**config.mk**
```make
export PLATFORM = sky130hd
export DESIGN_NAME = tag_anticollision_command_fsm
export DESIGN_NICKNAME = d
export VERILOG_FILES = /design/src/tag_cmd_pkg.sv /design/src/frame_if.sv /design/src/frame_collect.sv /design/src/reply_send.sv /design/src/tag_anticollision_command_fsm.sv
export SDC_FILE = /design/constraint.sdc
export NUM_CORES = 1
export LEC_CHECK = 0
export BUFFER_PORTS_ARGS = -buffer_cell sky130_fd_sc_hd__buf_2
export CAP_MARGIN = 10
export CORE_MARGIN = 2
export CORE_UTILIZATION = 35
export CTS_BUF_LIST = sky130_fd_sc_hd__clkbuf_8 sky130_fd_sc_hd__clkbuf_16
export DETAILED_ROUTE_END_ITERATION = 12
export PLACE_DENSITY = 0.61
export SYNTH_ARGS = -nofsm -noshare
export SYNTH_HDL_FRONTEND = slang
export SYNTH_SLANG_ARGS = --single-unit
```
**constraint.sdc**
```tcl
create_clock -name core_clk -period 3.1 [get_ports core_clk]
set_input_delay 0.62 -clock core_clk [delete_from_list [all_inputs] [get_ports core_clk]]
set_output_delay 0.62 -clock core_clk [all_outputs]
set_load 0.02 [all_outputs]
```
**src/tag_cmd_pkg.sv**
```systemverilog
// Package with command codes, frame layout and state encoding for the tag command machine.
package tag_cmd_pkg;
    // Command byte codes.
    localparam logic [7:0] CMD_ENUM_PREFIX  = 8'h06;
    localparam logic [7:0] CMD_BEGIN_INV_2  = 8'h00;
    localparam logic [7:0] CMD_SLOT_POLL_2  = 8'h04;
    localparam logic [3:0] CMD_PROBE_LOW    = 4'h6;
    localparam logic [7:0] CMD_BLOCK_FETCH  = 8'h08;
    localparam logic [7:0] CMD_BLOCK_STORE  = 8'h09;
    localparam logic [7:0] CMD_SERIAL_FETCH = 8'h0b;
    localparam logic [7:0] CMD_BACK_CENSUS  = 8'h0c;
    localparam logic [7:0] CMD_CHOOSE_TAG   = 8'h0e;
    localparam logic [7:0] CMD_RETIRE       = 8'h0f;
    // Frame shape: check bytes that trail every frame.
    localparam int CHECK_BYTES = 2;
    // Random generator seed and feedback taps, values after reset.
    localparam logic [15:0] LFSR_SEED = 16'hace1;
    localparam logic [15:0] LFSR_TAPS = 16'hb400;
    localparam logic [7:0]  IDENT_RESET = 8'h00;
    // Bytes buffered for one request: up to two bytes before the check bytes.
    localparam int REQ_MAX = 2;
    // Tag life cycle states.
    typedef enum logic [2:0] {
        ST_READY,
        ST_INVENTORY,
        ST_SELECTED,
        ST_DESELECTED,
        ST_DEACTIVATED
    } tag_state_t;
    // Reply sequencer states.
    typedef enum logic [1:0] {
        TX_IDLE,
        TX_IDENT,
        TX_CHK_LO,
        TX_CHK_HI
    } tx_state_t;
endpackage

```
**src/frame_if.sv**
```systemverilog
// Interface carrying one decoded request frame from the collector to the tag machine.
`timescale 1ns/10ps
`default_nettype none
interface frame_if;
    logic       valid;
    logic [7:0] byte0;
    logic [7:0] byte1;
    logic [1:0] count;
    logic       check_ok;
    modport src (output valid, output byte0, output byte1, output count, output check_ok);
    modport dst (input valid, input byte0, input byte1, input count, input check_ok);
endinterface
`default_nettype wire

```
**src/frame_collect.sv**
```systemverilog
// Collector that gathers request bytes up to the end of frame and hands them on.
`timescale 1ns/10ps
`default_nettype none
module frame_collect (
    // Clock and reset.
    input  wire logic core_clk,
    input  wire logic sys_rst,
    // Received byte stream.
    input  wire logic       rx_valid,
    input  wire logic [7:0] rx_data,
    input  wire logic       rx_eof,
    input  wire logic       rx_crc_ok,
    // Collected frame.
    frame_if.src            frm
);
    typedef struct packed {
        logic       valid;
        logic [7:0] b0;
        logic [7:0] b1;
        logic [2:0] n;
        logic [1:0] cnt;
        logic       ok;
    } col_t;
    col_t s_r;
    col_t s_nxt;

    // Count bytes; check bytes are included, so the payload is total minus two.
    always_comb begin
        s_nxt = s_r;
        s_nxt.valid = 1'b0;
        if (rx_valid && s_r.n < 3'd7) begin
            if (s_r.n == 3'd0) begin
                s_nxt.b0 = rx_data;
            end
            if (s_r.n == 3'd1) begin
                s_nxt.b1 = rx_data;
            end
            s_nxt.n = s_r.n + 3'd1;
        end
        if (rx_eof) begin
            // Frames longer than the buffer are marked bad, the tag never acts on them.
            s_nxt.valid = 1'b1;
            s_nxt.ok = rx_crc_ok && s_r.n >= 3'(tag_cmd_pkg::CHECK_BYTES + 1)
                       && s_r.n <= 3'(tag_cmd_pkg::CHECK_BYTES + tag_cmd_pkg::REQ_MAX);
            s_nxt.cnt = 2'(s_r.n - 3'(tag_cmd_pkg::CHECK_BYTES));
            s_nxt.n = 3'd0;
        end
    end

    always_ff @(posedge core_clk) begin
        if (sys_rst) begin
            s_r <= '0;
        end else begin
            s_r <= s_nxt;
        end
    end

    assign frm.valid    = s_r.valid;
    assign frm.byte0    = s_r.b0;
    assign frm.byte1    = s_r.b1;
    assign frm.count    = s_r.cnt;
    assign frm.check_ok = s_r.ok;

    a_eof_pulse: assert property (@(posedge core_clk) disable iff (sys_rst)
        rx_eof |=> frm.valid) else $error("frame not handed on after end of frame");
    a_bad_crc: assert property (@(posedge core_clk) disable iff (sys_rst)
        rx_eof && !rx_crc_ok |=> !frm.check_ok) else $error("bad check accepted");
endmodule
`default_nettype wire

```
**src/reply_send.sv**
```systemverilog
// Reply sequencer: sends identifier byte then the two check byte slots.
`timescale 1ns/10ps
`default_nettype none
module reply_send (
    // Clock and reset.
    input  wire logic core_clk,
    input  wire logic sys_rst,
    // Request to send.
    input  wire logic       start,
    input  wire logic [7:0] ident,
    // Byte stream out.
    input  wire logic       tx_ready,
    output logic            tx_valid,
    output logic [7:0]      tx_data,
    output logic            tx_check_lo,
    output logic            tx_check_hi,
    output logic            busy
);
    typedef struct packed {
        tag_cmd_pkg::tx_state_t st;
        logic [7:0]             id;
        logic                   v;
        logic [7:0]             d;
        logic                   lo;
        logic                   hi;
    } snd_t;
    snd_t s_r;
    snd_t s_nxt;

    // Advance one byte per accepted transfer; the check bytes are filled by the coder.
    always_comb begin
        s_nxt = s_r;
        case (s_r.st)
            tag_cmd_pkg::TX_IDLE: begin
                if (start) begin
                    s_nxt.st = tag_cmd_pkg::TX_IDENT;
                    s_nxt.id = ident;
                end
            end
            tag_cmd_pkg::TX_IDENT: begin
                if (tx_ready) begin
                    s_nxt.st = tag_cmd_pkg::TX_CHK_LO;
                end
            end
            tag_cmd_pkg::TX_CHK_LO: begin
                if (tx_ready) begin
                    s_nxt.st = tag_cmd_pkg::TX_CHK_HI;
                end
            end
            tag_cmd_pkg::TX_CHK_HI: begin
                if (tx_ready) begin
                    s_nxt.st = tag_cmd_pkg::TX_IDLE;
                end
            end
            default: s_nxt.st = tag_cmd_pkg::TX_IDLE;
        endcase
        // Outputs are registered from the next state, so the pins come from flops with no extra delay.
        s_nxt.v  = s_nxt.st != tag_cmd_pkg::TX_IDLE;
        s_nxt.d  = (s_nxt.st == tag_cmd_pkg::TX_IDENT) ? s_nxt.id : 8'h00;
        s_nxt.lo = s_nxt.st == tag_cmd_pkg::TX_CHK_LO;
        s_nxt.hi = s_nxt.st == tag_cmd_pkg::TX_CHK_HI;
    end

    always_ff @(posedge core_clk) begin
        if (sys_rst) begin
            s_r <= '{st: tag_cmd_pkg::TX_IDLE, id: tag_cmd_pkg::IDENT_RESET, v: 1'b0, d: 8'h00,
                     lo: 1'b0, hi: 1'b0};
        end else begin
            s_r <= s_nxt;
        end
    end

    assign tx_valid    = s_r.v;
    assign tx_data     = s_r.d;
    assign tx_check_lo = s_r.lo;
    assign tx_check_hi = s_r.hi;
    assign busy        = s_r.v;

    a_reply_order: assert property (@(posedge core_clk) disable iff (sys_rst)
        tx_valid && tx_ready && s_r.st == tag_cmd_pkg::TX_IDENT |=> tx_check_lo)
        else $error("check low byte does not follow identifier");
endmodule
`default_nettype wire

```
**src/tag_anticollision_command_fsm.sv**
```systemverilog
// Tag command decoder and life cycle state machine for enumeration, selection and retirement.
// Notes on behaviour
// - Begin-inventory is bytes 06h then 00h, then the two check bytes.
// - Begin-inventory in Ready: go to Inventory, draw new 8-bit identifier, reply.
// - Begin-inventory reply ignores the slot draw.
// - Slot poll (06h 04h) and slot probe only act in Inventory.
// - Slot poll first draws a new 0..15 slot into identifier low nibble.
// - Slot value holds until next poll, begin-inventory or power loss.
// - After poll draw, reply only when slot is zero.
// - Slot probe byte: low nibble 6, high nibble index 1..15.
// - Slot probe replies only when stored slot equals index.
// - Before selection, only the three enumeration commands and select 0Eh are accepted.
// - Select 0Eh with matching identifier enters Selected and echoes identifier.
// - Selected tag seeing select with another identifier becomes Deselected.
// - Retire 0Fh while Selected: Deactivated, silent, deaf until power loss.
// - Retire outside Selected is ignored silently.
// - Reply is identifier byte, then check low byte, then check high byte.
// - Back-to-census 0Ch returns Selected to Inventory silently; others ignore.
// - Memory fetch, store and serial fetch ignored unless Selected.
`timescale 1ns/10ps
`default_nettype none
module tag_anticollision_command_fsm (
    // Clock and power-on reset.
    input  wire logic core_clk,
    input  wire logic sys_rst,
    // Request byte stream from the frame decoder.
    input  wire logic       rx_valid,
    input  wire logic [7:0] rx_data,
    input  wire logic       rx_eof,
    input  wire logic       rx_crc_ok,
    // Reply byte stream to the frame coder.
    input  wire logic       tx_ready,
    output logic            tx_valid,
    output logic [7:0]      tx_data,
    output logic            tx_check_lo,
    output logic            tx_check_hi,
    // Memory command hand-off, legal only in Selected.
    output logic            mem_cmd_valid,
    output logic [7:0]      mem_cmd_code,
    // Visible state.
    output logic [2:0]      tag_state,
    output logic [7:0]      tag_ident,
    output logic            ident_valid
);
    frame_if frm ();

    frame_collect u_collect (
        .core_clk  (core_clk),
        .sys_rst   (sys_rst),
        .rx_valid  (rx_valid),
        .rx_data   (rx_data),
        .rx_eof    (rx_eof),
        .rx_crc_ok (rx_crc_ok),
        .frm       (frm)
    );

    typedef struct packed {
        tag_cmd_pkg::tag_state_t st;
        logic [7:0]              ident;
        logic                    id_ok;
        logic [15:0]             lfsr;
        logic                    reply;
        logic                    mem_v;
        logic [7:0]              mem_c;
    } tag_t;
    tag_t s_r;
    tag_t s_nxt;

    logic tx_busy;
    logic [7:0] c0;
    logic [7:0] c1;
    logic good;
    logic is_begin;
    logic is_poll;
    logic is_probe;
    logic is_mem;
    logic lfsr_fb;

    // Decode the received frame; a failed check or a reply still in progress drops it.
    always_comb begin
        c0 = frm.byte0;
        c1 = frm.byte1;
        good = frm.valid && frm.check_ok && !tx_busy;
        is_begin = good && frm.count == 2'd2 && c0 == tag_cmd_pkg::CMD_ENUM_PREFIX
                   && c1 == tag_cmd_pkg::CMD_BEGIN_INV_2;
        is_poll = good && frm.count == 2'd2 && c0 == tag_cmd_pkg::CMD_ENUM_PREFIX
                  && c1 == tag_cmd_pkg::CMD_SLOT_POLL_2;
        is_probe = good && frm.count == 2'd1 && c0[3:0] == tag_cmd_pkg::CMD_PROBE_LOW
                   && c0[7:4] != 4'h0;
        is_mem = good && (c0 == tag_cmd_pkg::CMD_BLOCK_FETCH || c0 == tag_cmd_pkg::CMD_BLOCK_STORE
                 || c0 == tag_cmd_pkg::CMD_SERIAL_FETCH);
        lfsr_fb = ^(s_r.lfsr & tag_cmd_pkg::LFSR_TAPS);
    end

    // Main state machine: the random source runs every cycle so draws depend on timing.
    always_comb begin
        s_nxt = s_r;
        s_nxt.lfsr = {s_r.lfsr[14:0], lfsr_fb};
        s_nxt.reply = 1'b0;
        s_nxt.mem_v = 1'b0;
        case (s_r.st)
            tag_cmd_pkg::ST_READY: begin
                if (is_begin) begin
                    s_nxt.st = tag_cmd_pkg::ST_INVENTORY;
                    s_nxt.ident = s_r.lfsr[7:0];
                    s_nxt.id_ok = 1'b1;
                    s_nxt.reply = 1'b1;
                end
            end
            tag_cmd_pkg::ST_INVENTORY: begin
                if (is_begin) begin
                    // Begin-inventory outside Ready only redraws nothing; it is ignored.
                    s_nxt.st = tag_cmd_pkg::ST_INVENTORY;
                end else if (is_poll) begin
                    s_nxt.ident[3:0] = s_r.lfsr[3:0];
                    s_nxt.reply = s_r.lfsr[3:0] == 4'h0;
                end else if (is_probe) begin
                    s_nxt.reply = s_r.ident[3:0] == c0[7:4];
                end else if (good && frm.count == 2'd2 && c0 == tag_cmd_pkg::CMD_CHOOSE_TAG
                             && c1 == s_r.ident) begin
                    s_nxt.st = tag_cmd_pkg::ST_SELECTED;
                    s_nxt.reply = 1'b1;
                end
                // Anything else is refused before selection.
            end
            tag_cmd_pkg::ST_SELECTED: begin
                if (good && frm.count == 2'd2 && c0 == tag_cmd_pkg::CMD_CHOOSE_TAG) begin
                    if (c1 == s_r.ident) begin
                        s_nxt.reply = 1'b1;
                    end else begin
                        s_nxt.st = tag_cmd_pkg::ST_DESELECTED;
                    end
                end else if (good && frm.count == 2'd1 && c0 == tag_cmd_pkg::CMD_RETIRE) begin
                    s_nxt.st = tag_cmd_pkg::ST_DEACTIVATED;
                end else if (good && frm.count == 2'd1 && c0 == tag_cmd_pkg::CMD_BACK_CENSUS) begin
                    s_nxt.st = tag_cmd_pkg::ST_INVENTORY;
                end else if (is_mem) begin
                    s_nxt.mem_v = 1'b1;
                    s_nxt.mem_c = c0;
                end
            end
            tag_cmd_pkg::ST_DESELECTED: begin
                // A repeated select naming this tag brings it back.
                if (good && frm.count == 2'd2 && c0 == tag_cmd_pkg::CMD_CHOOSE_TAG
                    && c1 == s_r.ident) begin
                    s_nxt.st = tag_cmd_pkg::ST_SELECTED;
                    s_nxt.reply = 1'b1;
                end
            end
            tag_cmd_pkg::ST_DEACTIVATED: begin
                s_nxt.st = tag_cmd_pkg::ST_DEACTIVATED;
            end
            default: s_nxt.st = tag_cmd_pkg::ST_READY;
        endcase
    end

    // Power-on reset clears identifier and slot; the seed must be nonzero for the shifter.
    always_ff @(posedge core_clk) begin
        if (sys_rst) begin
            s_r <= '{st: tag_cmd_pkg::ST_READY, ident: tag_cmd_pkg::IDENT_RESET, id_ok: 1'b0,
                     lfsr: tag_cmd_pkg::LFSR_SEED, reply: 1'b0, mem_v: 1'b0, mem_c: 8'h00};
        end else begin
            s_r <= s_nxt;
        end
    end

    reply_send u_reply (
        .core_clk    (core_clk),
        .sys_rst     (sys_rst),
        .start       (s_r.reply),
        .ident       (s_r.ident),
        .tx_ready    (tx_ready),
        .tx_valid    (tx_valid),
        .tx_data     (tx_data),
        .tx_check_lo (tx_check_lo),
        .tx_check_hi (tx_check_hi),
        .busy        (tx_busy)
    );

    // Outputs straight from registers.
    assign mem_cmd_valid = s_r.mem_v;
    assign mem_cmd_code  = s_r.mem_c;
    assign tag_state     = s_r.st;
    assign tag_ident     = s_r.ident;
    assign ident_valid   = s_r.id_ok;

    a_begin_ready: assert property (@(posedge core_clk) disable iff (sys_rst)
        is_begin && s_r.st == tag_cmd_pkg::ST_READY |=> s_r.st == tag_cmd_pkg::ST_INVENTORY && s_r.reply)
        else $error("begin-inventory did not enter Inventory with reply");
    a_poll_slot_zero: assert property (@(posedge core_clk) disable iff (sys_rst)
        is_poll && s_r.st == tag_cmd_pkg::ST_INVENTORY |=> s_r.reply == (s_r.ident[3:0] == 4'h0))
        else $error("poll reply not tied to slot zero");
    a_slot_hold: assert property (@(posedge core_clk) disable iff (sys_rst)
        !is_poll && !is_begin |=> $stable(s_r.ident[3:0]))
        else $error("slot value changed without a draw");
    a_probe_match: assert property (@(posedge core_clk) disable iff (sys_rst)
        is_probe && s_r.st == tag_cmd_pkg::ST_INVENTORY |=> s_r.reply == (s_r.ident[3:0] == $past(c0[7:4])))
        else $error("probe reply wrong");
    a_enum_only_inv: assert property (@(posedge core_clk) disable iff (sys_rst)
        (is_poll || is_probe) && s_r.st != tag_cmd_pkg::ST_INVENTORY |=> !s_r.reply)
        else $error("enumeration answered outside Inventory");
    a_deselect: assert property (@(posedge core_clk) disable iff (sys_rst)
        good && frm.count == 2'd2 && c0 == tag_cmd_pkg::CMD_CHOOSE_TAG && c1 != s_r.ident
        && s_r.st == tag_cmd_pkg::ST_SELECTED |=> s_r.st == tag_cmd_pkg::ST_DESELECTED)
        else $error("select with other identifier did not deselect");
    a_retire_lock: assert property (@(posedge core_clk) disable iff (sys_rst)
        s_r.st == tag_cmd_pkg::ST_DEACTIVATED |=> s_r.st == tag_cmd_pkg::ST_DEACTIVATED && !s_r.reply)
        else $error("retired tag left Deactivated");
    a_retire_ignored: assert property (@(posedge core_clk) disable iff (sys_rst)
        good && frm.count == 2'd1 && c0 == tag_cmd_pkg::CMD_RETIRE && s_r.st != tag_cmd_pkg::ST_SELECTED
        |=> $stable(s_r.st) && !s_r.reply)
        else $error("retire acted on outside Selected");
    a_bad_frame: assert property (@(posedge core_clk) disable iff (sys_rst)
        frm.valid && !frm.check_ok |=> $stable(s_r.st) && !s_r.reply)
        else $error("bad frame changed state");
    a_mem_gate: assert property (@(posedge core_clk) disable iff (sys_rst)
        s_r.mem_v |-> $past(s_r.st) == tag_cmd_pkg::ST_SELECTED)
        else $error("memory command passed outside Selected");
    a_census_back: assert property (@(posedge core_clk) disable iff (sys_rst)
        good && frm.count == 2'd1 && c0 == tag_cmd_pkg::CMD_BACK_CENSUS && s_r.st == tag_cmd_pkg::ST_SELECTED
        |=> s_r.st == tag_cmd_pkg::ST_INVENTORY && !s_r.reply)
        else $error("back-to-census failed");
endmodule
`default_nettype wire

```
### Word level (Yosys, flattened, before mapping)

Index checks and enable logic that the tools add are counted.

| operators by class | value |
|---|---|
| add/sub/neg operators | 2 |
| magnitude comparators | 3 |
| equal/unequal tests | 31 |
| mux-type cells | 29 |
| bitwise logic cells | 5 |
| reductions and logical operators | 38 |

Operators by type and width:

| cell | count |
|---|---|
| $eq A8 B4 Y1 const B | 6 |
| $mux W3 | 8 |
| $logic_and A1 B1 Y1 | 17 |
| $eq A8 B3 Y1 const B | 2 |
| $reduce_xor A16 Y1 | 1 |
| $pmux W3 S5 | 1 |
| $mux W12 | 1 |
| $eq A2 B2 Y1 const B | 5 |
| $mux W10 | 1 |
| $reduce_and A5 Y1 | 2 |
| $mux W9 | 1 |
| $ne A3 B3 Y1 const B | 3 |
| $eq A8 B8 Y1 | 1 |
| $logic_not A8 Y1 | 1 |
| $mux W1 | 8 |
| $mux W4 | 2 |
| $mux W8 | 1 |
| $pmux W2 S4 | 1 |
| $pmux W4 S2 | 1 |
| $eq A2 B1 Y1 const B | 3 |
| $eq A3 B1 Y1 const B | 2 |
| $eq A3 B2 Y1 const B | 2 |
| $logic_not A3 Y1 | 2 |
| $mux W2 | 3 |
| other kinds (22) | 33 |

| storage, ports and cells | value |
|---|---|
| register bits | 82 |
| input port bits | 14 |
| output and inout port bits | 32 |
| word-level logic and storage cells | 128 |

### Depth between registers and ports, before layout

Gate-level depths: netlist of run 1.

| depth | value |
|---|---|
| depth in word-level cells | 10 |
| gate-level depth with buffers | 6 |
| mapped depth without buffers | 6 |

### By module

Synthesis of run 1 repeated with hierarchy kept, for this count alone.

| unflattened totals | value |
|---|---|
| cell total of the unflattened synthesis | 381 |
| area total of the unflattened synthesis | 3653.5 sq um |

By module, submodules not included:

| module | times used | cells an instance | area an instance (sq um) | sequential area each (sq um) |
|---|---|---|---|---|
| tag_anticollision_command_fsm | 1 | 199 | 1818.0 | 760.7 |
| frame_collect | 1 | 108 | 1054.8 | 460.4 |
| reply_send | 1 | 74 | 780.7 | 420.4 |

### Worst setup path before layout of run 1

OpenSTA, ideal clock, no wires.

| timing path | value |
|---|---|
| path type | register to register |
| from | reg u_reply.s_r (netlist bit u_reply.busy) |
| to | reg s_r (netlist bit tag_state[0]) |
| setup time | 0.079 ns |
| arrival time | 1.690 ns |
| data required time | 3.021 ns |
| setup slack | 1.330 ns |
| stages on the path, launching flop included | 6 |
| path buffers | 0 |
| period minus slack after synthesis | 1.770 ns |
| cells stage by stage | dfxtp_1 > and3b_1 > and4_2 > and4_1 > or3b_2 > a211oi_2 |

| between the ends | value |
|---|---|
| longest elaborated chain between the ends | 10 |
| elaborated cells between the ends (all ways) | 26 |
| classes of those cells | eq/ne (5); mux (7); reduce/logical (14) |

RTL lines:

| element | RTL line | source |
|---|---|---|
| start: declaration | reply_send.sv:27 | `snd_t s_r;` |
| start signal: assignment | reply_send.sv:66 | `s_r <= '{st: tag_cmd_pkg::TX_IDLE, id: tag_cmd_pkg::IDENT_RESET, v: 1'b0, d: 8'h00,` |
| start signal: assignment | reply_send.sv:69 | `s_r <= s_nxt;` |
| $logic_not A1 Y1 * | tag_anticollision_command_fsm.sv:83 | `good = frm.valid && frm.check_ok && !tx_busy;` |
| $logic_and A1 B1 Y1 * | tag_anticollision_command_fsm.sv:83 |  |
| $logic_and A1 B1 Y1 | - |  |
| $logic_and A1 B1 Y1 | tag_anticollision_command_fsm.sv:119, tag_anticollision_command_fsm.sv:127, tag_anticollision_command_fsm.sv:144 |  |
| $logic_and A1 B1 Y1 | tag_anticollision_command_fsm.sv:120, tag_anticollision_command_fsm.sv:145 |  |
| $mux W3 (3 in series) | - |  |
| $mux W3 | tag_anticollision_command_fsm.sv:111 | `if (is_begin) begin` |
| $pmux W3 S5 | tag_anticollision_command_fsm.sv:101 | `case (s_r.st)` |
| end signal: assignment | tag_anticollision_command_fsm.sv:160 | `s_r <= '{st: tag_cmd_pkg::ST_READY, ident: tag_cmd_pkg::IDENT_RESET, id_ok: 1'b0,` |
| end signal: assignment | tag_anticollision_command_fsm.sv:163 | `s_r <= s_nxt;` |
| end: declaration | tag_anticollision_command_fsm.sv:66 | `tag_t s_r;` |

Mark *: on every way between the ends. The rest lies on a longest branch, timed or not. The select of a mux whose other input is x is not followed.
A chain may end at the register's enable or synchronous reset.

### Worst setup path after layout of run 1

| timing path | value |
|---|---|
| from | reg u_collect.s_r (netlist bit u_collect.frm.byte1[0]) |
| to | reg s_r (netlist bit tag_state[0]) |

| between the ends | value |
|---|---|
| longest elaborated chain between the ends | 7 |
| elaborated cells between the ends (all ways) | 16 |
| classes of those cells | eq/ne (6); mux (5); reduce/logical (5) |

RTL lines:

| element | RTL line | source |
|---|---|---|
| start: declaration | frame_collect.sv:24 | `col_t s_r;` |
| start signal: assignment | frame_collect.sv:54 | `s_r <= s_nxt;` |
| $eq A8 B8 Y1 | tag_anticollision_command_fsm.sv:120, tag_anticollision_command_fsm.sv:128, tag_anticollision_command_fsm.sv:145 |  |
| $logic_and A1 B1 Y1 | tag_anticollision_command_fsm.sv:120, tag_anticollision_command_fsm.sv:145 |  |
| $mux W3 (3 in series) | - |  |
| $mux W3 | tag_anticollision_command_fsm.sv:111 |  |
| $pmux W3 S5 | tag_anticollision_command_fsm.sv:101 |  |

Several ways; a longest one is shown, not always the timed one. The select of a mux whose other input is x is not followed.

==> impl_table.tex, run 1 <==
\begin{tabular}{lr}
\hline
Metric & Value \\
\hline
\multicolumn{2}{l}{\textbf{Route}} \\
Final WL & $\sim$6.2 mm \\
Top sig layer & met4 \\
Detailed-routing iteration count for the pre-antenna-repair pass & 4 \\
Met3 routed wirelength & approximately 380 µm \\
Number of design rule violations left after detail routing & 0 \\
Via Count & 2331 \\
Routed length per placed instance & 12.11 µm \\
Number of nets still failing antenna checks after routing & 0 \\
Met2 WL post-DR & 2.524 mm \\
WL met1 & roughly 3.1 mm \\
Initial DRC Count & 80 \\
Drt via density & between 4 and 5 \\
\multicolumn{2}{l}{\textbf{GRT}} \\
Total track usage & around an eighth \\
Number of global-route vias before repair & between 2000 and 2500 \\
Overflow left after global routing & 0 \\
Global-route wire length before repair & between 10 and 15 mm \\
Largest net degree at the start of global routing & 44 \\
Number of antenna violations at the first check in global routing & 0 \\
\multicolumn{2}{l}{\textbf{Clock network}} \\
H-tree level count & 3 \\
Number of buffers created by CTS & 9 \\
Clock input transition at the sequential cells of the worst setup and hold paths & around 0.08 ns \\
Post-cts hold buffer count & 0 \\
Library cell used as clock root buffer & clkbuf\_8 \\
Maximum clock insertion buffer count & 2 \\
Setup bufs post-CTS & 0 \\
Clk sinks & between 80 and 90 \\
CTS tree & yes \\
Post-CTS sizing & 0 \\
Clock Latency Late Sink & 0.35 ns \\
\multicolumn{2}{l}{\textbf{Timing}} \\
Final Cycle Share & about three fifths \\
Final number of setup-violating endpoints & 0 \\
Total count of max-transition violations in the final report & 0 \\
Measured slew at the worst slew-check pin & 0.6040 ns \\
Slew Limit Headroom & around three fifths \\
Hold Worst Slack & slightly above 0.4 ns \\
RSZ-0062 raised after global routing & no \\
Hold Vio Cnt, Final & 0 \\
Max frequency & 0.5301 GHz \\
Skew final & between 0.007 and 0.008 ns \\
Final worst path period need & between 1.5 and 2 ns \\
Setup total negative slack & 0 ns \\
\multicolumn{2}{l}{\textbf{Floorplan}} \\
Die Y-Extent & roughly 100 µm \\
Die Wd & between 100 and 150 µm \\
I/O pin count & 46 \\
Core outline area & 9328 µm² \\
Die area & approximately 10000 µm² \\
Effective utilization at floorplan & a little over a third \\
Cell Rows & 35 \\
\multicolumn{2}{l}{\textbf{Place}} \\
Standard cell area after detailed placement & $\sim$3500 µm² \\
Post-detailed-placement half-perimeter wirelength & between 4 and 5 mm \\
Last weighted congestion value of the routability-driven placer & around 0.81 \\
Total of buffers placed on input and output ports & 45 \\
\multicolumn{2}{l}{\textbf{Synthesis}} \\
Netlist area before placement & $\sim$3400 µm² \\
Gate count of the mapped netlist & between 300 and 400 \\
Synthesized net count & 376 \\
Distinct cell type count after synthesis & between 40 and 50 \\
Number of enable flip-flop cells after synthesis & 0 \\
Register area share after synthesis & between 40\% and 50\% \\
Proportion of register bits with asynchronous set or reset after synthesis & 0\% \\
Yosys warnings & 0 \\
Number of register bits inferred by synthesis & a little over 80 \\
Avg Synthesized Cell Area & 9.468 µm² \\
Post-synth top flop & dfxtp\_1 \\
\multicolumn{2}{l}{\textbf{Final layout}} \\
\# diodes & 0 \\
Ratio of cells with drive above 1 in the final layout & roughly a fifth \\
Number of fill cells & 925 \\
Number of nets in the final layout & just under 400 \\
Cell area after layout & around 3800 µm² \\
Area added between synthesis and finish & 11.15\% \\
\multicolumn{2}{l}{\textbf{Pwr}} \\
Maximum VDD drop & 0.0001989 V \\
PD cells & between 500 and 600 nW/µm² \\
Pleak & 1.557 nW \\
\multicolumn{2}{l}{\textbf{Setup path}} \\
R2R depth & 5 \\
Startpoint of the worst setup timing path & u\_collect.frm.byte1[0] \\
Type of the setup path with the least slack & reg -> reg \\
Data arrival time at the worst-slack endpoint & 2.16 ns \\
Critical path fanouts, max & 7 \\
Critical Path RT & between 3 and 4 ns \\
Startpoint Class & register \\
Source of the worst register-to-register timing path & u\_collect.frm.byte1[0] \\
Worst setup EP type & register \\
\multicolumn{2}{l}{\textbf{Hold path}} \\
Worst Hold Path Cells & 1 \\
Hold/Removal Path Class & reg -> reg \\
Worst Min Path Start & s\_nxt[25] \\
\multicolumn{2}{l}{\textbf{Status}} \\
Run status & finished, final reports clean \\
\multicolumn{2}{l}{\textbf{Flow run}} \\
Max Cap Violations & 0 \\
\hline
\end{tabular}
==> layout by cell type (no fill, tap or decap), types with 2 or more instances in the layout <==
cell type / Yosys / routed
nor4_1: 3 / 3
a211oi_1: 3 / 3
dfxtp_1: 82 / 82
or2_2: 7 / 7
or3_1: 2 / 2
and4_1: 2 / 2
mux2i_1: 16 / 16
buf_2: 1 / 45
nor2_1: 40 / 40
xnor2_1: 6 / 6
nand2_1: 22 / 22
nand2b_1: 3 / 3
nor2b_1: 14 / 14
nand3_1: 17 / 17
o22a_1: 4 / 4
o21ai_0: 4 / 4
nor4_4: 2 / 2
nand3b_1: 2 / 2
buf_4: 27 / 3
bufinv_16: 0 / 2
xor2_1: 13 / 13
inv_1: 6 / 7
nand4_1: 3 / 3
clkbuf_8: 0 / 11
and2_1: 9 / 9
nor3b_1: 2 / 2
a21oi_1: 25 / 25
nor3_1: 5 / 5
ha_1: 4 / 4
==> final timing paths <==
path	endpoint	slack (ns)
worst min-delay path	s_r[25]	0.41
worst min register to register	s_r[25]	0.41
worst max register to register	tag_state[0]	1.21
worst max-delay path	tag_state[0]	1.21
==> cells in the mapped netlist, types with 2 or more instances <==
cell type / instances / area, µm²
nor4_1: 3 / 18.77
or3_1: 2 / 12.51
o22a_1: 4 / 35.03
clkbuf_1: 10 / 37.54
nand2_1: 22 / 82.58
o21ai_0: 4 / 20.02
or2_2: 7 / 43.79
nand2b_1: 3 / 18.77
and2_1: 9 / 56.30
ha_1: 4 / 50.05
inv_1: 6 / 22.52
nand3b_1: 2 / 15.01
and4_1: 2 / 17.52
nor2_1: 40 / 150.1
a21oi_1: 25 / 125.1
buf_1: 4 / 15.01
nor3b_1: 2 / 15.01
nor4_4: 2 / 42.54
mux2i_1: 16 / 160.2
xnor2_1: 6 / 52.55
nand4_1: 3 / 18.77
nand3_1: 17 / 85.08
dfxtp_1: 82 / 1642
a211oi_1: 3 / 22.52
buf_4: 27 / 202.7
xor2_1: 13 / 113.9
nor2b_1: 14 / 87.58
nor3_1: 5 / 25.02
==> power breakdown <==
group / switching (mW) / internal, mW
Clock: 0.362 / 0.495
Sequential: 0.0235 / 1.08
Combinational: 0.0567 / 0.0442
==> sequential cells by signal, summed over array words and instances, names as in the netlist, 2 cells and up <==
register             flops
mem_cmd_code             8
s_nxt                   15
s_r                      2
tag_ident                8
tag_state                3
u_collect.frm.byte0      8
u_collect.frm.byte1      8
u_collect.frm.count      2
u_collect.s_r            3
u_reply.s_r             10
u_reply.tx_data          8
==> through the flow <==
step,total power [mW],instances,worst slack [ns],util (%)
2_1_floorplan,1.197,358,1.330,-
3_3_place_gp,1.227,493,1.168,37.93
3_5_place_dp,1.229,493,1.125,37.93
4_1_cts,2.081,509,1.192,40.39
5_1_grt,2.144,509,1.030,40.39
6_report,2.060,509,1.214,40.39
==> final cells by class <==
type,count,area (µm²),area share (%)
Timing Repair Buffer,48,247.7,6.576
Inverter,6,22.52,0.5978
Clock inverter,5,77.57,2.059
Multi-Input combinational cell,228,1465,38.89
Clock buffer,11,151.4,4.019
Sequential cell,82,1642,43.57
Tap cell,129,161.4,4.284
==> worst max-delay path: stages (launching register included) <==
cell      delay, ns
dfxtp_1        0.36
nor4_2         0.42
nand4_4        0.18
nor4_4         0.51
nor2_1         0.13
a211oi_2       0.20
==> layer usage <==
layer | track usage, % | up-vias
met3 | 3.967 | 11
met4 | 6.462 | 0
met2 | 18.78 | 59
met1 | 17.79 | 1038
li1 | - | 1223
met5 | 0 | -
==> kinds of logic after synthesis <==
family | count (synthesis) | synth area share [%]
simple gates | 143 | 23.62
compound gates | 45 | 8.158
mux | 17 | 5.057
fa+ha+maj | 4 | 1.477
buf+inv | 48 | 8.342
xor+xnor | 19 | 4.910
flops | 82 | 48.43
Note: power is estimated with default switching activity, not from simulation.
==> inputs of run 2 (changes only) <==
--- a/config.mk
+++ b/config.mk
@@ -11,7 +11,7 @@
 export CORE_UTILIZATION = 35
 export CTS_BUF_LIST = sky130_fd_sc_hd__clkbuf_8 sky130_fd_sc_hd__clkbuf_16
 export DETAILED_ROUTE_END_ITERATION = 12
-export PLACE_DENSITY = 0.61
+export PLACE_DENSITY = 0.63
 export SYNTH_ARGS = -nofsm -noshare
 export SYNTH_HDL_FRONTEND = slang
 export SYNTH_SLANG_ARGS = --single-unit
==> constraint.sdc (replaced) <==
create_clock -name core_clk -period 1.7 [get_ports core_clk]
set_input_delay 0.34 -clock core_clk [delete_from_list [all_inputs] [get_ports core_clk]]
set_output_delay 0.34 -clock core_clk [all_outputs]
set_load 0.02 [all_outputs]
==> impl_table.tex, run 2 (synthesis gave the netlist of run 1 again) <==
\begin{tabular}{lr}
\hline
Metric & Value \\
\hline
\multicolumn{2}{l}{\textbf{Clock network}} \\
Maximum clock insertion buffer count & 2 \\
Library cell used as clock root buffer & clkbuf\_8 \\
Number of buffers created by CTS & 9 \\
Clk sinks & just over 80 \\
Clock Latency Late Sink & $\sim$0.35 ns \\
Post-cts hold buffer count & 0 \\
H-tree level count & 3 \\
CTS tree & yes \\
Clock input transition at the sequential cells of the worst setup and hold paths & about 0.090 ns \\
\multicolumn{2}{l}{\textbf{Pwr}} \\
Internal power & 2.648 mW \\
Reg power frac & a little under three fifths \\
Net switching power figure & just over 900 µW \\
Combinational share of power & around 7\% \\
Pleak & between 1.5 and 2 nW \\
PD cells & just under 900 nW/µm² \\
Sw Share & 25.78\% \\
Maximum VDD drop & a little under 0.0004 V \\
Clock network fraction of total power & 36.7\% \\
\multicolumn{2}{l}{\textbf{Place}} \\
Total of buffers placed on input and output ports & 45 \\
Standard cell area after detailed placement & roughly 3800 µm² \\
Placed cell count & $\sim$530 \\
Last weighted congestion value of the routability-driven placer & between 0.8 and 0.9 \\
Post-detailed-placement half-perimeter wirelength & around 5.2 mm \\
\multicolumn{2}{l}{\textbf{Final layout}} \\
Final instance count without filler cells & about 550 \\
Most common cell after layout, fill and taps aside & dfxtp\_1 \\
Number of nets in the final layout & approximately 440 \\
Commonest non-fill, non-tap cells in the layout & dfxtp\_1, buf\_2, buf\_4 \\
Cell area after layout & slightly above 4000 µm² \\
Area added between synthesis and finish & 20.71\% \\
\# diodes & 0 \\
Utilization of the core after routing & between 40\% and 50\% \\
Max reg flops & 15 \\
Ratio of cells with drive above 1 in the final layout & around a third \\
\multicolumn{2}{l}{\textbf{Route}} \\
WL met1 & between 3 and 4 mm \\
Final WL & approximately 6.9 mm \\
Via Count & approximately 2600 \\
Drt via density & between 4 and 5 \\
Met2 WL post-DR & about 3.0 mm \\
Number of nets still failing antenna checks after routing & 0 \\
Met3 routed wirelength & between 200 and 300 µm \\
Number of design rule violations left after detail routing & 0 \\
Detailed-routing iteration count for the pre-antenna-repair pass & 4 \\
Top sig layer & met4 \\
Initial DRC Count & 31 \\
Routed length per placed instance & roughly 13 µm \\
\multicolumn{2}{l}{\textbf{Floorplan}} \\
Die Y-Extent & between 100 and 150 µm \\
Die area & $\sim$10000 µm² \\
Cell Rows & 35 \\
Effective utilization at floorplan & between 30\% and 40\% \\
Core outline area & 9328 µm² \\
Die Wd & about 100 µm \\
I/O pin count & between 40 and 50 \\
\multicolumn{2}{l}{\textbf{GRT}} \\
Largest net degree at the start of global routing & 30 \\
Total track usage & 14.34\% \\
Global-route wire length before repair & 11.74 mm \\
Number of antenna violations at the first check in global routing & 0 \\
Number of global-route vias before repair & 2446 \\
Overflow left after global routing & 0 \\
\multicolumn{2}{l}{\textbf{Setup path}} \\
Delay contributed by the slowest stage of the critical path & between 0.3 and 0.4 ns \\
Critical path fanouts, max & 4 \\
Type of the setup path with the least slack & reg -> reg \\
Setup slack of the most critical reg-to-reg path & around 0.0054 ns \\
Critical-path top delay cell & nor4\_4 \\
R2R depth & 6 \\
Cells along the critical path & nor4\_4, buf\_4, and4\_4, and4\_4, a21oi\_1, o22ai\_1 \\
R2r endpoint & s\_r[9] \\
Capturing instance or port of the critical path & s\_r[9] \\
Critical Path RT & 1.97 ns \\
Data arrival time at the worst-slack endpoint & just under 2 ns \\
Most common cell type on the critical path & and4\_4 \\
Startpoint Class & register \\
Worst setup EP type & register \\
Startpoint of the worst setup timing path & u\_collect.frm.byte0[7] \\
Source of the worst register-to-register timing path & u\_collect.frm.byte0[7] \\
\multicolumn{2}{l}{\textbf{Timing}} \\
RSZ-0062 raised after global routing & yes \\
Max frequency & $\sim$0.59 GHz \\
Skew final & 0.007696 ns \\
Final worst path period need & approximately 1.7 ns \\
Slew Limit Headroom & about 76\% \\
Measured slew at the worst slew-check pin & between 0.3 and 0.4 ns \\
Total count of max-transition violations in the final report & 0 \\
Final Cycle Share & between 90\% and 100\% \\
Hold Vio Cnt, Final & 0 \\
Final number of setup-violating endpoints & 0 \\
\multicolumn{2}{l}{\textbf{Hold path}} \\
Hold/Removal Path Class & in -> reg \\
\multicolumn{2}{l}{\textbf{Status}} \\
Run status & finished, final reports clean \\
\multicolumn{2}{l}{\textbf{Flow run}} \\
Max Cap Violations & 0 \\
\hline
\end{tabular}
==> run 2: changes by cell type in the layout (fill, tap and decap cells not counted), sizes merged <==
cell      change
buf          +42
inv           +3
bufinv        -2
clkinvlp      +3
clkbuf        -2
clkinv        -2
==> run 2: worst max-delay path, delay by kind of cell (launching register included) <==
kind                   cells  cell delay [ns]
flip-flops                 1             0.34
buffers and inverters      1             0.18
AND/OR/NAND/NOR            3             0.83
AO/OA/AOI/OAI              2             0.26
==> run 2: power by group through the flow <==
stage          Clock, mW  Sequential [mW]  Combinational (mW)
2_1_floorplan          0             2.04               0.142
3_3_place_gp           0             2.04               0.234
3_5_place_dp           0             2.05               0.236
4_1_cts             1.35             2.00               0.248
5_1_grt             1.44             2.01               0.283
6_report            1.31             2.00               0.254
==> run 2: how the worst min path moves through the flow <==
stage               start                endpoint  depth (start not counted)
4_1_cts        rx_data[1]  u_collect.frm.byte1[1]                          3
3_5_place_dp    s_nxt[25]                 s_r[25]                          1
3_3_place_gp    s_nxt[25]                 s_r[25]                          1
6_report       rx_data[1]  u_collect.frm.byte1[1]                          3
2_1_floorplan   s_nxt[20]               s_nxt[21]                          1
5_1_grt        rx_data[5]  u_collect.frm.byte1[5]                          3
==> run 2: repair_timing <==
item                       CTS  global route
pin swaps                    1             5
resized for setup            9             7
setup endpoints to repair    9            12
setup buffers                3             3
hold endpoints to repair     0             0
==> run 2: final cells by class <==
type / count / area (µm²)
Sequential cell: 82 / 1653
Multi-Input combinational cell: 228 / 1500
Timing Repair Buffer: 90 / 570.5
Tap cell: 129 / 161.4
Clock buffer: 9 / 123.9
Clock inverter: 7 / 60.06
Fill cell: 931 / 5236
Inverter: 6 / 22.52
==> run 2: per-layer routing <==
metal	up-vias	GRT usage [%]
met5	-	0
met4	0	4.513
met3	11	3.625
met2	54	22.06
met1	1199	19.81
li1	1306	-
==> run 2: stage by stage <==
stage | hold slack [ns] | TNS, ns | worst slack [ns] | total power [mW]
after floorplan | 0.3895 | 0 | 0.01101 | 2.181
after global placement | 0.3974 | -0.4470 | -0.09573 | 2.278
after detailed placement | 0.3988 | -0.4480 | -0.07345 | 2.281
after CTS | 0.2382 | -0.01200 | -0.01200 | 3.600
after global routing | 0.2499 | -0.7538 | -0.1115 | 3.736
final | 0.2493 | 0 | 0.005375 | 3.567
==> inputs of run 3 (changes only) <==
--- a/config.mk
+++ b/config.mk
@@ -5,6 +5,7 @@
 export SDC_FILE = /design/constraint.sdc
 export NUM_CORES = 1
 export LEC_CHECK = 0
+export ABC_AREA = 1
 export BUFFER_PORTS_ARGS = -buffer_cell sky130_fd_sc_hd__buf_2
 export CAP_MARGIN = 10
 export CORE_MARGIN = 2
@@ -12,6 +13,7 @@
 export CTS_BUF_LIST = sky130_fd_sc_hd__clkbuf_8 sky130_fd_sc_hd__clkbuf_16
 export DETAILED_ROUTE_END_ITERATION = 12
 export PLACE_DENSITY = 0.63
+export REMOVE_ABC_BUFFERS = 1
 export SYNTH_ARGS = -nofsm -noshare
 export SYNTH_HDL_FRONTEND = slang
 export SYNTH_SLANG_ARGS = --single-unit
==> impl_table.tex, run 3 <==
\begin{tabular}{lr}
\hline
Metric & Value \\
\hline
\multicolumn{2}{l}{\textbf{Synthesis}} \\
Gate count of the mapped netlist & about 460 \\
Leading cell types by total area after synthesis & dfxtp\_1, nor2\_1, nand2\_1 \\
Commonest cells in the netlist & dfxtp\_1, nor2\_1, nand2\_1, inv\_1, a21oi\_1 \\
Proportion of register bits with asynchronous set or reset after synthesis & 0\% \\
Distinct cell type count after synthesis & 33 \\
Post-synth top area cell & dfxtp\_1 \\
Number of register bits inferred by synthesis & 82 \\
Number of enable flip-flop cells after synthesis & 0 \\
Avg Synthesized Cell Area & around 7.6 µm² \\
Netlist area before placement & between 3000 and 4000 µm² \\
Yosys warnings & 0 \\
Register area share after synthesis & between 40\% and 50\% \\
Top-area cell type share of the netlist area & around 46\% \\
Dominant cell by count in the synthesized netlist & dfxtp\_1 \\
Post-synth top flop & dfxtp\_1 \\
\multicolumn{2}{l}{\textbf{Pwr}} \\
Reg power frac & 53.6\% \\
Overall power & $\sim$3.8 mW \\
Combinational share of power & under 10\% \\
Clock network fraction of total power & approximately two fifths \\
Internal power & roughly 2.8 mW \\
Net switching power figure & around 960 µW \\
PD cells & $\sim$940 nW/µm² \\
Pleak & 1.845 nW \\
Maximum VDD drop & about 0.00058 V \\
Sw Share & between 20\% and 30\% \\
\multicolumn{2}{l}{\textbf{Route}} \\
Number of nets still failing antenna checks after routing & 0 \\
Via Count & between 2000 and 3000 \\
Final WL & approximately 7.6 mm \\
Number of design rule violations left after detail routing & 0 \\
Routed length per placed instance & between 10 and 15 µm \\
Initial DRC Count & roughly 190 \\
Detailed-routing iteration count for the pre-antenna-repair pass & 4 \\
Drt via density & approximately 4.6 \\
\multicolumn{2}{l}{\textbf{Final layout}} \\
Number of fill cells & between 1000 and 1500 \\
Register cell area after layout & roughly 1600 µm² \\
\# diodes & 0 \\
Area added between synthesis and finish & 12.97\% \\
Most common cell after layout, fill and taps aside & dfxtp\_1 \\
Commonest non-fill, non-tap cells in the layout & dfxtp\_1, nor2\_1, nand2\_1 \\
Utilization of the core after routing & 40.91\% \\
Ratio of cells with drive above 1 in the final layout & 19.15\% \\
Area taken by multi-input logic gates & 1428 µm² \\
Max reg flops & 15 \\
Number of nets in the final layout & between 500 and 600 \\
\multicolumn{2}{l}{\textbf{Clock network}} \\
Clock input transition at the sequential cells of the worst setup and hold paths & 0.09 ns \\
Library cell used as clock root buffer & clkbuf\_8 \\
Clk sinks & 82 \\
Number of buffers created by CTS & 9 \\
Maximum clock insertion buffer count & 2 \\
CTS tree & yes \\
H-tree level count & 3 \\
Post-cts hold buffer count & 0 \\
Clock Latency Late Sink & roughly 0.35 ns \\
\multicolumn{2}{l}{\textbf{Timing}} \\
Setup total negative slack & 0 ns \\
Skew final & just over 0.008 ns \\
Final number of setup-violating endpoints & 0 \\
Max frequency & about 0.63 GHz \\
RSZ-0062 raised after global routing & yes \\
Final Cycle Share & $\sim$93\% \\
Measured slew at the worst slew-check pin & about 0.50 ns \\
Final worst path period need & between 1.5 and 2 ns \\
Total count of max-transition violations in the final report & 0 \\
Slew Limit Headroom & 66.06\% \\
Hold Vio Cnt, Final & 0 \\
\multicolumn{2}{l}{\textbf{GRT}} \\
Number of global-route vias before repair & 2715 \\
Global-route wire length before repair & about 13 mm \\
M2 GR Usage & between 20\% and 30\% \\
Number of antenna violations at the first check in global routing & 0 \\
Total track usage & between 10\% and 20\% \\
Met3 layer usage reported by global route & under 10\% \\
Layer carrying the most global-route usage & met2 \\
Largest net degree at the start of global routing & 35 \\
Overflow left after global routing & 0 \\
Global routing usage on met1 & between 15 and 20\% \\
\multicolumn{2}{l}{\textbf{Setup path}} \\
Worst setup EP type & register \\
Startpoint Class & register \\
Critical Path RT & roughly 1.9 ns \\
Setup slack of the most critical reg-to-reg path & 0.12 ns \\
Data arrival time at the worst-slack endpoint & $\sim$1.8 ns \\
Type of the setup path with the least slack & reg -> reg \\
Critical path fanouts, max & 6 \\
\multicolumn{2}{l}{\textbf{Floorplan}} \\
Cell Rows & 36 \\
Effective utilization at floorplan & approximately 36\% \\
Die Y-Extent & $\sim$100 µm \\
Core outline area & 9774 µm² \\
Die Wd & between 100 and 150 µm \\
I/O pin count & 46 \\
Die area & 10930 µm² \\
\multicolumn{2}{l}{\textbf{Place}} \\
Last weighted congestion value of the routability-driven placer & between 0.8 and 0.9 \\
Post-detailed-placement half-perimeter wirelength & $\sim$5.5 mm \\
Total of buffers placed on input and output ports & 45 \\
\multicolumn{2}{l}{\textbf{Hold path}} \\
Hold/Removal Path Class & in -> reg \\
\multicolumn{2}{l}{\textbf{Flow run}} \\
Max Cap Violations & 0 \\
\multicolumn{2}{l}{\textbf{Status}} \\
Run status & finished, final reports clean \\
\hline
\end{tabular}
## run 3: path summary, 6_finish.rpt
kind | cells after the start | endpoint | from
max | 7 | tag_ident[1] | u_collect.frm.byte1[2]
max reg2reg | 7 | tag_ident[1] | u_collect.frm.byte1[2]
min | 3 | u_collect.frm.byte0[1] | rx_data[1]
min reg2reg | 2 | s_nxt[20] | s_nxt[19]
## run 3: metrics by stage
stage | hold slack (ns) | worst slack (ns) | cell area, µm² | instances
5_1_grt | 0.2898 | -0.03307 | 3999 | 629
3_5_place_dp | 0.3952 | 0.08960 | 3760 | 612
2_1_floorplan | 0.3883 | 0.2270 | 3288 | 425
4_1_cts | 0.2664 | 0.04809 | 3970 | 628
6_report | 0.2891 | 0.1199 | 3999 | 629
3_3_place_gp | 0.3897 | 0.1305 | 3760 | 612
## run 3: layout make-up
type	count	share of cell area, %
clock buffers	10	3.442
clock inverters	6	1.815
inverters	64	6.007
multi-input cells	279	35.70
flip-flops and latches	82	41.05
well taps	133	4.161
repair buffers	55	7.822
## run 3: repair_timing
action,CTS,global route
gates resized for setup,0,7
setup buffers,0,1
setup endpoints to repair,0,7
## run 3: power groups by stage
stage	Sequential [mW]	Combinational, mW	Clock, mW
3_5_place_dp	2.06	0.255	0
2_1_floorplan	2.05	0.171	0
5_1_grt	2.02	0.305	1.59
6_report	2.02	0.265	1.48
3_3_place_gp	2.06	0.253	0
4_1_cts	2.02	0.257	1.52
## run 3: cell families after synthesis
group	Yosys count	synth area share, %
AO/OA/AOI/OAI	81	12.12
XOR/XNOR	9	2.227
adder cells (fa/ha/maj)	4	1.414
buffers and inverters	102	13.89
flip-flops	82	46.38
multiplexers	2	0.5656
AND/OR/NAND/NOR	183	23.40
## run 3: critical path: stages (launching register included)
cell and delay, ns:
dfxtp_1 0.38, inv_1 0.08, nor4_2 0.45, nand3_4 0.16, o21ai_2 0.18, o21ai_0 0.10, nand2_1 0.07, nor2_1 0.04
## run 3: metal layers
metal / routed length [µm] / up-vias
met2: 3354 / 61
met3: 304 / 12
met5: 0 / -
li1: - / 1490
met1: 3767 / 1330
met4: 132 / 0
